File: config.mk
export PLATFORM = sky130hd
export DESIGN_NAME = tcu_timer_unit
export DESIGN_NICKNAME = d
export VERILOG_FILES = /design/src/tcu_pkg.sv /design/src/tcu_timer_unit.sv /design/src/tcu_timer_counter.sv
export SDC_FILE = /design/constraint.sdc
export NUM_CORES = 1
export LEC_CHECK = 0
export BUFFER_PORTS_ARGS = -buffer_cell sky130_fd_sc_hd__buf_2
export CORE_UTILIZATION = 32
export DETAILED_ROUTE_END_ITERATION = 10
export GPL_ROUTABILITY_DRIVEN = 0
export PLACE_DENSITY = 0.59
export SETUP_SLACK_MARGIN = 0.5
export SYNTH_ARGS = -nofsm -noshare
export SYNTH_HDL_FRONTEND = slang
export SYNTH_SLANG_ARGS = --single-unit
export TNS_END_PERCENT = 5
File: constraint.sdc
create_clock -name ref_clk -period 3.84 [get_ports ref_clk]
set_input_delay 0.192 -clock ref_clk [delete_from_list [all_inputs] [get_ports ref_clk]]
set_output_delay 0.192 -clock ref_clk [all_outputs]
set_load 0.005 [all_outputs]
File: src/tcu_pkg.sv
package tcu_pkg;

  // byte addresses on the special function register bus
  localparam logic [10:0] ADDR_TIMER01_CONTROL = 11'h410;
  localparam logic [10:0] ADDR_TIMER01_EXT_STATUS = 11'h411;
  localparam logic [10:0] ADDR_TIMER2_CONTROL = 11'h418;
  localparam logic [10:0] ADDR_TIMER2_MODE = 11'h419;
  localparam logic [10:0] ADDR_WATCHDOG_CONTROL = 11'h41F;
  localparam logic [10:0] ADDR_SYSTEM_CONFIG_REG = 11'h440;
  localparam logic [10:0] ADDR_TIMER0_COUNT_LOW = 11'h450;
  localparam logic [10:0] ADDR_TIMER0_COUNT_HIGH = 11'h451;
  localparam logic [10:0] ADDR_TIMER1_COUNT_LOW = 11'h452;
  localparam logic [10:0] ADDR_TIMER1_COUNT_HIGH = 11'h453;
  localparam logic [10:0] ADDR_TIMER2_COUNT_LOW = 11'h458;
  localparam logic [10:0] ADDR_TIMER2_COUNT_HIGH = 11'h459;
  localparam logic [10:0] ADDR_TIMER2_CAPTURE_LOW = 11'h45A;
  localparam logic [10:0] ADDR_TIMER2_CAPTURE_HIGH = 11'h45B;
  localparam logic [10:0] ADDR_TIMER01_MODE = 11'h45C;
  localparam logic [10:0] ADDR_WATCHDOG_FEED_FIRST = 11'h45D;
  localparam logic [10:0] ADDR_WATCHDOG_FEED_SECOND = 11'h45E;
  localparam logic [10:0] ADDR_WATCHDOG_RELOAD = 11'h45F;

  // implemented-bit masks; other bits store nothing and read zero
  localparam logic [7:0] MASK_TIMER01_EXT_STATUS = 8'h05;
  localparam logic [7:0] MASK_TIMER2_MODE = 8'h33;
  localparam logic [7:0] MASK_WATCHDOG_CONTROL = 8'hE6;
  localparam logic [7:0] MASK_SYSTEM_CONFIG_REG = 8'h0F;

  localparam logic [7:0] RESET_BYTE = 8'h00;
  localparam logic [15:0] RESET_COUNT = 16'h0000;
  localparam logic [7:0] WATCHDOG_CONTROL_RESET_WATCHDOG = 8'hE6;
  localparam logic [7:0] WATCHDOG_CONTROL_RESET_OTHER = 8'hE4;

  // field positions
  localparam int TF1_BIT = 7;
  localparam int TR1_BIT = 6;
  localparam int TF0_BIT = 5;
  localparam int TR0_BIT = 4;
  localparam int TF2_BIT = 7;
  localparam int TR2_BIT = 2;
  localparam int CT2_BIT = 1;
  localparam int CT0_BIT = 2;
  localparam int CT1_BIT = 6;
  localparam int PRESCALE_SEL_HI_BIT = 3;
  localparam int PRESCALE_SEL_LO_BIT = 2;
  localparam logic [1:0] TIMER_MODE_HOLD = 2'h3;

  // time base: oscillator is ref_clk, last prescaler count per divide
  localparam logic [5:0] PRESCALE_LAST_DIV4 = 6'h03;
  localparam logic [5:0] PRESCALE_LAST_DIV16 = 6'h0F;
  localparam logic [5:0] PRESCALE_LAST_DIV64 = 6'h3F;
  localparam logic [5:0] PRESCALE_RESET = 6'h00;

  typedef enum logic [0:0] {
    SAMPLE_WAIT = 1'b0,
    SAMPLE_TAKE = 1'b1
  } tcu_sample_phase_e;

endpackage : tcu_pkg

File: src/tcu_timer_unit.sv
`timescale 1ns/100ps
// Contract
// RQ1 - bus is byte wide; a 16-bit write stores only its lower byte
// RQ2 - upper byte of a 16-bit read is undefined; driven as zero here
// RQ3 - watchdog control reads E6 after watchdog reset, E4 otherwise
// RQ4 - unimplemented bits read zero; software must not write ones there
// RQ5 - shared timer clock is oscillator divided by 4, 16 or 64
// RQ6 - one prescaler setting drives all three timers and the watchdog
// RQ7 - each timer selects internal clock or external events on its own
// RQ8 - timers count upward unless a mode says otherwise
// RQ9 - counter mode increments on each falling edge of its pin
// RQ10 - pins sampled every two oscillator cycles, detection within four
// RQ11 - external source holds each level at least two oscillator cycles
// RQ12 - count registers readable while running without stopping them
// RQ13 - pin synchronised, then falling edge found between successive samples
module tcu_timer_unit (
  input wire logic ref_clk,
  input wire logic rst,
  input wire logic [10:0] sfrAddr,
  input wire logic sfrWrEn,
  input wire logic sfrRdEn,
  input wire logic [15:0] sfrWrData,
  input wire logic wdtResetCause,
  input wire logic t0Pin,
  input wire logic t1Pin,
  input wire logic t2Pin,
  output logic [15:0] sfrRdData,
  output logic sfrRdValid,
  output logic sharedTimerTick,
  output logic [7:0] watchdogReload,
  output logic [2:0] watchdogPrescale
);

  logic [7:0] tconReg, tconNext;
  logic [7:0] tstatReg, tstatNext;
  logic [7:0] t2conReg, t2conNext;
  logic [7:0] t2modReg, t2modNext;
  logic [7:0] wdconReg, wdconNext;
  logic [7:0] wdlReg, wdlNext;
  logic [7:0] tmodReg, tmodNext;
  logic [7:0] scrReg, scrNext;
  logic [7:0] capLowReg, capLowNext;
  logic [7:0] capHighReg, capHighNext;
  logic [5:0] presCntReg, presCntNext;
  logic [5:0] presLast;
  logic tickReg, tickNext;
  tcu_pkg::tcu_sample_phase_e phaseReg, phaseNext;
  logic [15:0] rdDataReg, rdDataNext;
  logic rdValidReg;
  logic [7:0] wrByte;
  logic [1:0] presSel;
  logic [15:0] count0, count1, count2;
  logic ovf0, ovf1, ovf2;
  logic run0, run1, run2;
  logic sampleTick;

  assign wrByte = sfrWrData[7:0]; // upper byte dropped [RQ1]
  assign presSel = {scrReg[tcu_pkg::PRESCALE_SEL_HI_BIT], scrReg[tcu_pkg::PRESCALE_SEL_LO_BIT]};
  assign sampleTick = (phaseReg == tcu_pkg::SAMPLE_TAKE);
  assign run0 = tconReg[tcu_pkg::TR0_BIT];
  // timer 1 holds its count in mode 3, as if stopped
  assign run1 = tconReg[tcu_pkg::TR1_BIT] && (tmodReg[5:4] != tcu_pkg::TIMER_MODE_HOLD);
  assign run2 = t2conReg[tcu_pkg::TR2_BIT];

  // time base shared by every timer and the watchdog
  always_comb begin
    case (presSel) // [RQ5]
      2'h0: presLast = tcu_pkg::PRESCALE_LAST_DIV4;
      2'h1: presLast = tcu_pkg::PRESCALE_LAST_DIV16;
      // reserved setting falls back to the slowest rate
      default: presLast = tcu_pkg::PRESCALE_LAST_DIV64;
    endcase
    // >= guards against a runaway when the rate is raised mid-count
    if (presCntReg >= presLast) begin
      presCntNext = tcu_pkg::PRESCALE_RESET;
      tickNext = 1'b1; // [RQ6]
    end else begin
      presCntNext = presCntReg + 6'h01;
      tickNext = 1'b0;
    end
    case (phaseReg) // [RQ10]
      tcu_pkg::SAMPLE_WAIT: phaseNext = tcu_pkg::SAMPLE_TAKE;
      tcu_pkg::SAMPLE_TAKE: phaseNext = tcu_pkg::SAMPLE_WAIT;
      default: phaseNext = tcu_pkg::SAMPLE_WAIT;
    endcase
  end

  // register writes; hardware flag sets win over a software clear
  always_comb begin
    tconNext = tconReg;
    tstatNext = tstatReg;
    t2conNext = t2conReg;
    t2modNext = t2modReg;
    wdconNext = wdconReg;
    wdlNext = wdlReg;
    tmodNext = tmodReg;
    scrNext = scrReg;
    capLowNext = capLowReg;
    capHighNext = capHighReg;
    if (sfrWrEn) begin
      case (sfrAddr) // [RQ1]
        tcu_pkg::ADDR_TIMER01_CONTROL: tconNext = wrByte;
        tcu_pkg::ADDR_TIMER01_EXT_STATUS: tstatNext = wrByte & tcu_pkg::MASK_TIMER01_EXT_STATUS;
        tcu_pkg::ADDR_TIMER2_CONTROL: t2conNext = wrByte;
        tcu_pkg::ADDR_TIMER2_MODE: t2modNext = wrByte & tcu_pkg::MASK_TIMER2_MODE; // [RQ4]
        tcu_pkg::ADDR_WATCHDOG_CONTROL: wdconNext = wrByte & tcu_pkg::MASK_WATCHDOG_CONTROL;
        tcu_pkg::ADDR_WATCHDOG_RELOAD: wdlNext = wrByte;
        tcu_pkg::ADDR_TIMER01_MODE: tmodNext = wrByte;
        tcu_pkg::ADDR_SYSTEM_CONFIG_REG: scrNext = wrByte & tcu_pkg::MASK_SYSTEM_CONFIG_REG;
        tcu_pkg::ADDR_TIMER2_CAPTURE_LOW: capLowNext = wrByte;
        tcu_pkg::ADDR_TIMER2_CAPTURE_HIGH: capHighNext = wrByte;
        default: tconNext = tconReg;
      endcase
    end
    if (ovf0) begin
      tconNext[tcu_pkg::TF0_BIT] = 1'b1;
    end
    if (ovf1) begin
      tconNext[tcu_pkg::TF1_BIT] = 1'b1;
    end
    if (ovf2) begin
      t2conNext[tcu_pkg::TF2_BIT] = 1'b1;
    end
  end

  // read mux; counts are read live without pausing them
  always_comb begin
    rdDataNext = rdDataReg;
    if (sfrRdEn) begin
      rdDataNext[15:8] = tcu_pkg::RESET_BYTE; // [RQ2]
      case (sfrAddr)
        tcu_pkg::ADDR_TIMER01_CONTROL: rdDataNext[7:0] = tconReg;
        tcu_pkg::ADDR_TIMER01_EXT_STATUS: rdDataNext[7:0] = tstatReg;
        tcu_pkg::ADDR_TIMER2_CONTROL: rdDataNext[7:0] = t2conReg;
        tcu_pkg::ADDR_TIMER2_MODE: rdDataNext[7:0] = t2modReg;
        tcu_pkg::ADDR_WATCHDOG_CONTROL: rdDataNext[7:0] = wdconReg;
        tcu_pkg::ADDR_SYSTEM_CONFIG_REG: rdDataNext[7:0] = scrReg;
        tcu_pkg::ADDR_TIMER0_COUNT_LOW: rdDataNext[7:0] = count0[7:0]; // [RQ12]
        tcu_pkg::ADDR_TIMER0_COUNT_HIGH: rdDataNext[7:0] = count0[15:8];
        tcu_pkg::ADDR_TIMER1_COUNT_LOW: rdDataNext[7:0] = count1[7:0];
        tcu_pkg::ADDR_TIMER1_COUNT_HIGH: rdDataNext[7:0] = count1[15:8];
        tcu_pkg::ADDR_TIMER2_COUNT_LOW: rdDataNext[7:0] = count2[7:0];
        tcu_pkg::ADDR_TIMER2_COUNT_HIGH: rdDataNext[7:0] = count2[15:8];
        tcu_pkg::ADDR_TIMER2_CAPTURE_LOW: rdDataNext[7:0] = capLowReg;
        tcu_pkg::ADDR_TIMER2_CAPTURE_HIGH: rdDataNext[7:0] = capHighReg;
        tcu_pkg::ADDR_TIMER01_MODE: rdDataNext[7:0] = tmodReg;
        tcu_pkg::ADDR_WATCHDOG_RELOAD: rdDataNext[7:0] = wdlReg;
        // feed registers are write-only; unmapped reads give zero
        default: rdDataNext[7:0] = tcu_pkg::RESET_BYTE;
      endcase
    end
  end

  always_ff @(posedge ref_clk) begin
    if (rst) begin
      tconReg <= tcu_pkg::RESET_BYTE;
      tstatReg <= tcu_pkg::RESET_BYTE;
      t2conReg <= tcu_pkg::RESET_BYTE;
      t2modReg <= tcu_pkg::RESET_BYTE;
      // synchronous reset, so the cause input may be sampled here [RQ3]
      wdconReg <= wdtResetCause ? tcu_pkg::WATCHDOG_CONTROL_RESET_WATCHDOG : tcu_pkg::WATCHDOG_CONTROL_RESET_OTHER;
      wdlReg <= tcu_pkg::RESET_BYTE;
      tmodReg <= tcu_pkg::RESET_BYTE;
      scrReg <= tcu_pkg::RESET_BYTE;
      capLowReg <= tcu_pkg::RESET_BYTE;
      capHighReg <= tcu_pkg::RESET_BYTE;
      presCntReg <= tcu_pkg::PRESCALE_RESET;
      tickReg <= 1'b0;
      phaseReg <= tcu_pkg::SAMPLE_WAIT;
      rdDataReg <= tcu_pkg::RESET_COUNT;
      rdValidReg <= 1'b0;
    end else begin
      tconReg <= tconNext;
      tstatReg <= tstatNext;
      t2conReg <= t2conNext;
      t2modReg <= t2modNext;
      wdconReg <= wdconNext;
      wdlReg <= wdlNext;
      tmodReg <= tmodNext;
      scrReg <= scrNext;
      capLowReg <= capLowNext;
      capHighReg <= capHighNext;
      presCntReg <= presCntNext;
      tickReg <= tickNext;
      phaseReg <= phaseNext;
      rdDataReg <= rdDataNext;
      rdValidReg <= sfrRdEn;
    end
  end

  tcu_timer_counter timer0 (
    .ref_clk(ref_clk),
    .rst(rst),
    .countPin(t0Pin),
    .sampleTick(sampleTick),
    .timerTick(tickReg),
    .useCounter(tmodReg[tcu_pkg::CT0_BIT]),
    .run(run0),
    .wrLow(sfrWrEn && (sfrAddr == tcu_pkg::ADDR_TIMER0_COUNT_LOW)),
    .wrHigh(sfrWrEn && (sfrAddr == tcu_pkg::ADDR_TIMER0_COUNT_HIGH)),
    .wrData(wrByte),
    .count(count0),
    .overflow(ovf0)
  );

  tcu_timer_counter timer1 (
    .ref_clk(ref_clk),
    .rst(rst),
    .countPin(t1Pin),
    .sampleTick(sampleTick),
    .timerTick(tickReg),
    .useCounter(tmodReg[tcu_pkg::CT1_BIT]),
    .run(run1),
    .wrLow(sfrWrEn && (sfrAddr == tcu_pkg::ADDR_TIMER1_COUNT_LOW)),
    .wrHigh(sfrWrEn && (sfrAddr == tcu_pkg::ADDR_TIMER1_COUNT_HIGH)),
    .wrData(wrByte),
    .count(count1),
    .overflow(ovf1)
  );

  tcu_timer_counter timer2 (
    .ref_clk(ref_clk),
    .rst(rst),
    .countPin(t2Pin),
    .sampleTick(sampleTick),
    .timerTick(tickReg),
    .useCounter(t2conReg[tcu_pkg::CT2_BIT]),
    .run(run2),
    .wrLow(sfrWrEn && (sfrAddr == tcu_pkg::ADDR_TIMER2_COUNT_LOW)),
    .wrHigh(sfrWrEn && (sfrAddr == tcu_pkg::ADDR_TIMER2_COUNT_HIGH)),
    .wrData(wrByte),
    .count(count2),
    .overflow(ovf2)
  );

  assign sfrRdData = rdDataReg;
  assign sfrRdValid = rdValidReg;
  assign sharedTimerTick = tickReg;
  assign watchdogReload = wdlReg;
  assign watchdogPrescale = wdconReg[7:5];
endmodule : tcu_timer_unit

File: src/tcu_timer_counter.sv
`timescale 1ns/100ps
module tcu_timer_counter (
  input wire logic ref_clk,
  input wire logic rst,
  input wire logic countPin,
  input wire logic sampleTick,
  input wire logic timerTick,
  input wire logic useCounter,
  input wire logic run,
  input wire logic wrLow,
  input wire logic wrHigh,
  input wire logic [7:0] wrData,
  output logic [15:0] count,
  output logic overflow
);

  logic syncFirstReg;
  logic syncSecondReg;
  logic sampledReg;
  logic sampledNext;
  logic [15:0] countReg;
  logic [15:0] countNext;
  logic overflowReg;
  logic overflowNext;
  logic pinFell;
  logic step;

  always_comb begin
    sampledNext = sampledReg;
    pinFell = 1'b0;
    // compare samples taken every other oscillator cycle [RQ10] [RQ13]
    if (sampleTick) begin
      sampledNext = syncSecondReg;
      pinFell = sampledReg && !syncSecondReg; // [RQ9]
    end
    step = run && (useCounter ? pinFell : timerTick); // [RQ7]
    countNext = countReg;
    overflowNext = 1'b0;
    if (step) begin
      countNext = countReg + 16'h0001; // [RQ8]
      overflowNext = (countReg == 16'hFFFF);
    end
    // in the written byte, a software write beats a count in the same cycle; the other byte still steps
    if (wrLow) begin
      countNext[7:0] = wrData;
    end
    if (wrHigh) begin
      countNext[15:8] = wrData;
    end
  end

  always_ff @(posedge ref_clk) begin
    if (rst) begin
      syncFirstReg <= 1'b1;
      syncSecondReg <= 1'b1;
      sampledReg <= 1'b1;
      countReg <= tcu_pkg::RESET_COUNT;
      overflowReg <= 1'b0;
    end else begin
      syncFirstReg <= countPin; // [RQ13]
      syncSecondReg <= syncFirstReg;
      sampledReg <= sampledNext;
      countReg <= countNext;
      overflowReg <= overflowNext;
    end
  end

  assign count = countReg;
  assign overflow = overflowReg;

endmodule : tcu_timer_counter

# After elaboration in Yosys (flattened, before gate mapping)
# Index checks and enable logic that the tools add are counted.
dict set report word_totals {
  regBits 143
  inputBits 35
  word_cells 144
}
dict set report op_classes {
  reduce_logical 48
  muxes 30
  n_lt_le_gt_ge 1
  n_eq_ne 21
  bitwise 4
  addsub 4
}
# cell n
set ops {}
lappend ops {{11-bit == test, second input constant} 16}
lappend ops {{8-bit case mux with 16 select lines} 1}
lappend ops {{8-bit two-way mux} 13}
lappend ops {{16-bit by 1-bit adder with 16-bit output, second input constant} 3}
lappend ops {{16-bit == test, second input constant} 3}
lappend ops {{16-bit two-way mux} 3}
lappend ops {{2-bit nonzero test} 14}
lappend ops {{2-bit AND reduction} 13}
lappend ops {{1-bit logical AND} 13}
lappend ops {{6-bit case mux with 2 select lines} 1}
lappend ops {{1-bit two-way mux} 10}
lappend ops {{2-bit OR reduction} 4}
lappend ops {{6-bit by 1-bit adder with 6-bit output, second input constant} 1}
lappend ops {{6-bit greater-or-equal comparator} 1}
lappend ops {{1-bit NOT} 4}
lappend ops {{1-bit logical NOT} 3}
lappend ops {{2-bit by 1-bit == test with 1-bit output, second input constant} 1}
lappend ops {{2-bit logical NOT} 1}
lappend ops {{2-bit two-way mux} 1}
lappend ops {{2-bit inequality test, second input constant} 1}
lappend ops {{1-bit case mux with 2 select lines} 1}

# Depth between registers and ports, before layout
dict set report depth {
  word_depth 7
  mapped_depth 9
  mapped_depth_nobuf 7
}

# Cells and area by module
# From an unflattened synthesis, not the netlist that was laid out.
dict set report unflattened {
  hier_cells 921
  area_unflattened_um2 7812.5
}
# module n_inst area_per_inst_um2 cells_each
set by_module_without_submodules {}
lappend by_module_without_submodules {tcu_timer_unit 1 4460.5 537}
lappend by_module_without_submodules {tcu_timer_counter 3 1117.3 128}

# Worst setup path before layout
# No wires, ideal clock.
dict set report synth_path {
  kind {register to register}
  startpoint {register scrReg[2]}
  endpoint {register presCntReg[2]}
  arrival_ns 1.610
  slack_ns 2.166
  required_ns 3.776
  setup_ns 0.064
  path_stages_with_launch 8
  path_cell_list {dfxtp_1 nor2_1 ha_1 a21o_1 a21o_1 a21o_1 a211o_1 nor2_1}
}
dict set report synth_via {
  elab_chain_len 4
  elab_cells_between_ends 5
  cone_classes {1 x order compare; 1 x eq/ne; 1 x mux; 2 x reduce/logical}
}
# element line_no
set synth_lines {}
lappend synth_lines {{start, declared} tcu_timer_unit.sv:41} ;# logic [7:0] scrReg, scrNext;
lappend synth_lines {{start signal, assigned} tcu_timer_unit.sv:164} ;# scrReg <= tcu_pkg::RESET_BYTE;
lappend synth_lines {{start signal, assigned} tcu_timer_unit.sv:180} ;# scrReg <= scrNext;
lappend synth_lines {{2-bit by 1-bit == test with 1-bit output / 2-bit logical NOT (equally long branches)} tcu_timer_unit.sv:67} ;# case (presSel)
lappend synth_lines {{6-bit case mux with 2 select lines (*)} tcu_timer_unit.sv:67}
lappend synth_lines {{6-bit greater-or-equal comparator (*)} tcu_timer_unit.sv:74} ;# if (presCntReg >= presLast) begin
lappend synth_lines {{2-bit OR reduction (no line) (*)} n/a}
lappend synth_lines {{end signal, assigned} tcu_timer_unit.sv:167} ;# presCntReg <= tcu_pkg::PRESCALE_RESET;
lappend synth_lines {{end signal, assigned} tcu_timer_unit.sv:183} ;# presCntReg <= presCntNext;
lappend synth_lines {{end, declared} tcu_timer_unit.sv:44} ;# logic [5:0] presCntReg, presCntNext;
# Mark *: on every way between the ends. The rest lies on a longest branch, timed or not.
# A chain may end at the register's enable or synchronous reset.

# Final worst setup path
dict set report layout_path {
  startpoint {input sfrAddr[3]}
  endpoint {register rdDataReg[0] (netlist: sfrRdData[0])}
}
dict set report layout_via {
  elab_chain_len 2
  elab_cells_between_ends 17
  cone_classes {16 x eq/ne; 1 x mux}
}
# element line_no
set layout_lines {}
lappend layout_lines {{start, declared} tcu_timer_unit.sv:19} ;# input wire logic [10:0] sfrAddr,
lappend layout_lines {{11-bit == test} tcu_timer_unit.sv:131} ;# case (sfrAddr)
lappend layout_lines {{8-bit case mux with 16 select lines (*)} tcu_timer_unit.sv:131}
lappend layout_lines {{end signal, assigned} tcu_timer_unit.sv:170} ;# rdDataReg <= tcu_pkg::RESET_COUNT;
lappend layout_lines {{end signal, assigned} tcu_timer_unit.sv:186} ;# rdDataReg <= rdDataNext;
lappend layout_lines {{end, declared} tcu_timer_unit.sv:48} ;# logic [15:0] rdDataReg, rdDataNext;
# Marked as above.

==> reports/metrics.json <==
{
  "cts-root-to-sink-buffers": {"value": 2},
  "fmax": {"value": 470, "unit": "MHz"},
  "syn-cell-area": {"value": 7420, "unit": "sq um"},
  "power_leakage": {"value": 2.74, "unit": "nW"},
  "io_buffer_count": {"value": 47},
  "routedWlPerCell": {"value": 19.4, "unit": "um"},
  "worst-slew-pin-transition": {"value": 0.944, "unit": "ns"},
  "yosysUniqueCellTypes": {"value": 74},
  "setup-tns-final": {"value": 0, "unit": "ns"},
  "antenna-diode-count": {"value": 0},
  "grt_setup_unrepaired": {"value": "false"},
  "ys_seq_elements": {"value": 140},
  "holdBufCountCts": {"value": 3},
  "dieWidth": {"value": 154, "unit": "um"},
  "fraction_of_layout_cells_with_a_size_suffix_above_1": {"value": 13.6, "unit": "%"},
  "top_level_ports": {"value": 64},
  "criticalPathCategory": {"value": "in2reg"},
  "die_ar": {"value": 23800, "unit": "sq um"},
  "vias": {"value": 6635},
  "fin_util": {"value": 36.6, "unit": "%"},
  "synth_seq_area_share": {"value": 38.5, "unit": "%"},
  "period_minus_slack": {"value": 2.13, "unit": "ns"},
  "placement.cell_area": {"value": 7710, "unit": "sq um"},
  "place_worst_setup_slack": {"value": 1.34, "unit": "ns"},
  "drt_pre_antenna_iters": {"value": 5},
  "ant_nets": {"value": 0},
  "design.final.nets": {"value": 954},
  "clock_tree_from_tritoncts": {"value": "done"},
  "root_buffer_cell": {"value": "sky130_fd_sc_hd__clkbuf_16"},
  "area_delta_synth_final": {"value": 12.1, "unit": "%"},
  "tritoncts_num_sinks": {"value": 140},
  "die_height": {"value": 154, "unit": "um"},
  "r2r_start": {"value": "phaseReg"},
  "r2r.worst_path.cells": {"value": 5},
  "row_count": {"value": 55},
  "global_route.overflow_total": {"value": 0},
  "power_switching": {"value": 0.807, "unit": "mW"},
  "grt_start_max_net_pins": {"value": 78},
  "share_clk_of_total_power": {"value": 48.9, "unit": "%"},
  "seq_power_share": {"value": 44.8, "unit": "%"},
  "grt_pass1_wl": {"value": 36.0, "unit": "mm"},
  "synth.area.top_cells": {"value": "sky130_fd_sc_hd__dfxtp_1 36%, sky130_fd_sc_hd__nand2_1 7.9%, sky130_fd_sc_hd__a211oi_1 4.5%"},
  "cp.arrival": {"value": 2.48, "unit": "ns"},
  "synthCells": {"value": 903},
  "power.combinational.fraction": {"value": 6.3, "unit": "%"},
  "synth_warn": {"value": 0},
  "via_per_inst": {"value": 5.49},
  "timing.hold.worst.start": {"value": "wdtResetCause"},
  "fin_total_pwr": {"value": 3.34, "unit": "mW"},
  "worst_hold_path_cells": {"value": 2},
  "yosys.area.top_type": {"value": "sky130_fd_sc_hd__dfxtp_1"},
  "antenna_found_initial": {"value": 0},
  "fin_hold_ws": {"value": 0.0643, "unit": "ns"},
  "post_cts_buffers": {"value": 0},
  "worst_setup_hold_path_clk_slew": {"value": 0.06, "unit": "ns"},
  "layout_common_cells": {"value": "156 x sky130_fd_sc_hd__nand2_1, 135 x sky130_fd_sc_hd__dfxtp_1, 70 x sky130_fd_sc_hd__nor2_1"},
  "timing.final.max_slew_violations": {"value": 0},
  "worst_ir_drop_vdd": {"value": 0.328, "unit": "mV"},
  "setup_viol": {"value": 0},
  "power.share.switching": {"value": 24.1, "unit": "%"},
  "required": {"value": 4.19, "unit": "ns"},
  "endpoint_type_of_the_worst_setup_path": {"value": "flop"},
  "clock_tree.htree_level_count": {"value": 4},
  "final_common_cell": {"value": "sky130_fd_sc_hd__nand2_1"},
  "clock_buffer_count_from_cts": {"value": 17},
  "hold_path_end": {"value": "wdconReg[1]"},
  "power.density_cell_area": {"value": 402, "unit": "nW/um^2"},
  "p_int": {"value": 2.54, "unit": "mW"},
  "hold_violations": {"value": 0},
  "core-area": {"value": 22700, "unit": "sq um"},
  "ys_dominant_reg_cell": {"value": "sky130_fd_sc_hd__dfxtp_1"},
  "drt_drc_violations_left": {"value": 0},
  "ff2ff_setup_slack": {"value": 1.83, "unit": "ns"},
  "category_of_the_worst_setup_path_launch_point": {"value": "input port"},
  "status": {"value": "finished clean"},
  "period_share": {"value": 55.4, "unit": "%"},
  "crit-reg2reg-capture": {"value": "timer0.count[11]"},
  "worst_hold_path_class": {"value": "in2reg"},
  "number_of_cells_upsized_or_downsized_after_cts": {"value": 0},
  "average_cell_area_after_synthesis": {"value": 8.22, "unit": "sq um"},
  "yosys.area.top_type_share": {"value": 36.4, "unit": "%"},
  "drt-initial-drc-count": {"value": 638},
  "maxCapViolCount": {"value": 0},
  "postLayoutSetupSlackWorst": {"value": 1.71, "unit": "ns"},
  "worstPathMaxFanout": {"value": 46},
  "synth-async-reset-ratio": {"value": 0, "unit": "%"},
  "initial_utilization": {"value": 32.7, "unit": "%"},
  "final_area": {"value": 8320, "unit": "sq um"},
  "clk_latency_worst_skew_pair": {"value": 0.43, "unit": "ns"},
  "placedCellCount": {"value": 1174},
  "grt_pass1_vias": {"value": 5993},
  "wl": {"value": 23.5, "unit": "mm"},
  "synth_enable_flop_cells": {"value": 5},
  "slew-limit-headroom": {"value": 37.1, "unit": "%"},
  "fin_worst_skew": {"value": 0.00981, "unit": "ns"},
  "grt_use_total": {"value": 20.0, "unit": "%"},
  "dp_hpwl": {"value": 15.8, "unit": "mm"},
  "final_cells": {"value": 1209}
}
[final cells by class]
cell class | instances | area [sq um]
clock inverters | 10 | 115
well taps | 285 | 357
inverters | 18 | 67.6
clock buffers | 22 | 464
repair buffers | 54 | 298
fillers | 2361 | 14400
flip-flops and latches | 140 | 2850
multi-input cells | 680 | 4160
[power by group through the flow]
| stage | clock network [mW] | logic [mW] | registers [mW] |
|---|---|---|---|
| 2_1_floorplan | 0 | 0.147 | 1.52 |
| 3_3_place_gp | 0 | 0.206 | 1.53 |
| 3_5_place_dp | 0 | 0.205 | 1.53 |
| 4_1_cts | 1.65 | 0.209 | 1.50 |
| 5_1_grt | 1.72 | 0.228 | 1.50 |
| 6_report | 1.63 | 0.210 | 1.50 |
[worst max-delay path, cell delays in order]
cell                      delay, ns
sky130_fd_sc_hd__buf_2         0.40
sky130_fd_sc_hd__nor4_2        0.87
sky130_fd_sc_hd__and4b_1       0.53
sky130_fd_sc_hd__nand2_1       0.11
sky130_fd_sc_hd__and3_1        0.20
sky130_fd_sc_hd__a32oi_1       0.16
[synthesized netlist by cell type (12+ instances only)]
cell                         n
sky130_fd_sc_hd__xor2_1     15
sky130_fd_sc_hd__mux2_2     12
sky130_fd_sc_hd__dfxtp_1   135
sky130_fd_sc_hd__nand2_1   156
sky130_fd_sc_hd__o21ai_0    18
sky130_fd_sc_hd__nor3_1     19
sky130_fd_sc_hd__nor2_1     70
sky130_fd_sc_hd__a211oi_1   44
sky130_fd_sc_hd__clkbuf_1   29
sky130_fd_sc_hd__nand3_1    41
sky130_fd_sc_hd__a21oi_1    66
sky130_fd_sc_hd__xnor2_1    33
sky130_fd_sc_hd__inv_1      18
sky130_fd_sc_hd__buf_2      25
sky130_fd_sc_hd__and3_1     15
sky130_fd_sc_hd__buf_4      16
[flip-flops by register name, indices dropped and copies added (netlist names), 2 cells and up]
signal          flops
timer2.count       16
tmodReg             8
presCntReg          6
scrReg              4
t2modReg            4
tconReg             8
sfrRdData           8
timer1.count       16
capLowReg           8
capHighReg          8
tstatReg            2
watchdogReload      8
t2conReg            8
wdconReg            5
timer0.count       16
[routing by layer]
metal  GRT usage, %  vias up  part of all wire, %  wire length [um]
met5              0        -                    0                 0
met4           5.56        0                  1.8               414
met3           4.85       28                  7.5              1760
met2           30.6      250                   45             10500
met1           27.8     3149                   46             10700
li1               -     3208                    -                 -
[worst max-delay path by stage]
stage | from | endpoint | slack [ns] | depth (start not counted)
floorplan | scrReg[2] | presCntReg[2] | 2.17 | 7
global placement | sfrAddr[3] | sfrRdData[3] | 1.32 | 6
detailed placement | sfrAddr[3] | sfrRdData[3] | 1.34 | 6
CTS | sfrAddr[3] | sfrRdData[3] | 1.80 | 6
global route | sfrAddr[3] | sfrRdData[0] | 1.58 | 6
finish | sfrAddr[3] | sfrRdData[0] | 1.71 | 6
[cells by family after synthesis]
logic type,share of synthesized area (%)
AO/OA/AOI/OAI,18.8
XOR/XNOR,5.67
multiplexers,3.64
flip-flops,38.5
buffers and inverters,5.89
AND/OR/NAND/NOR,26.2
other,0.0506
adder cells (fa/ha/maj),1.35
(Power assumes the default switching activity.)
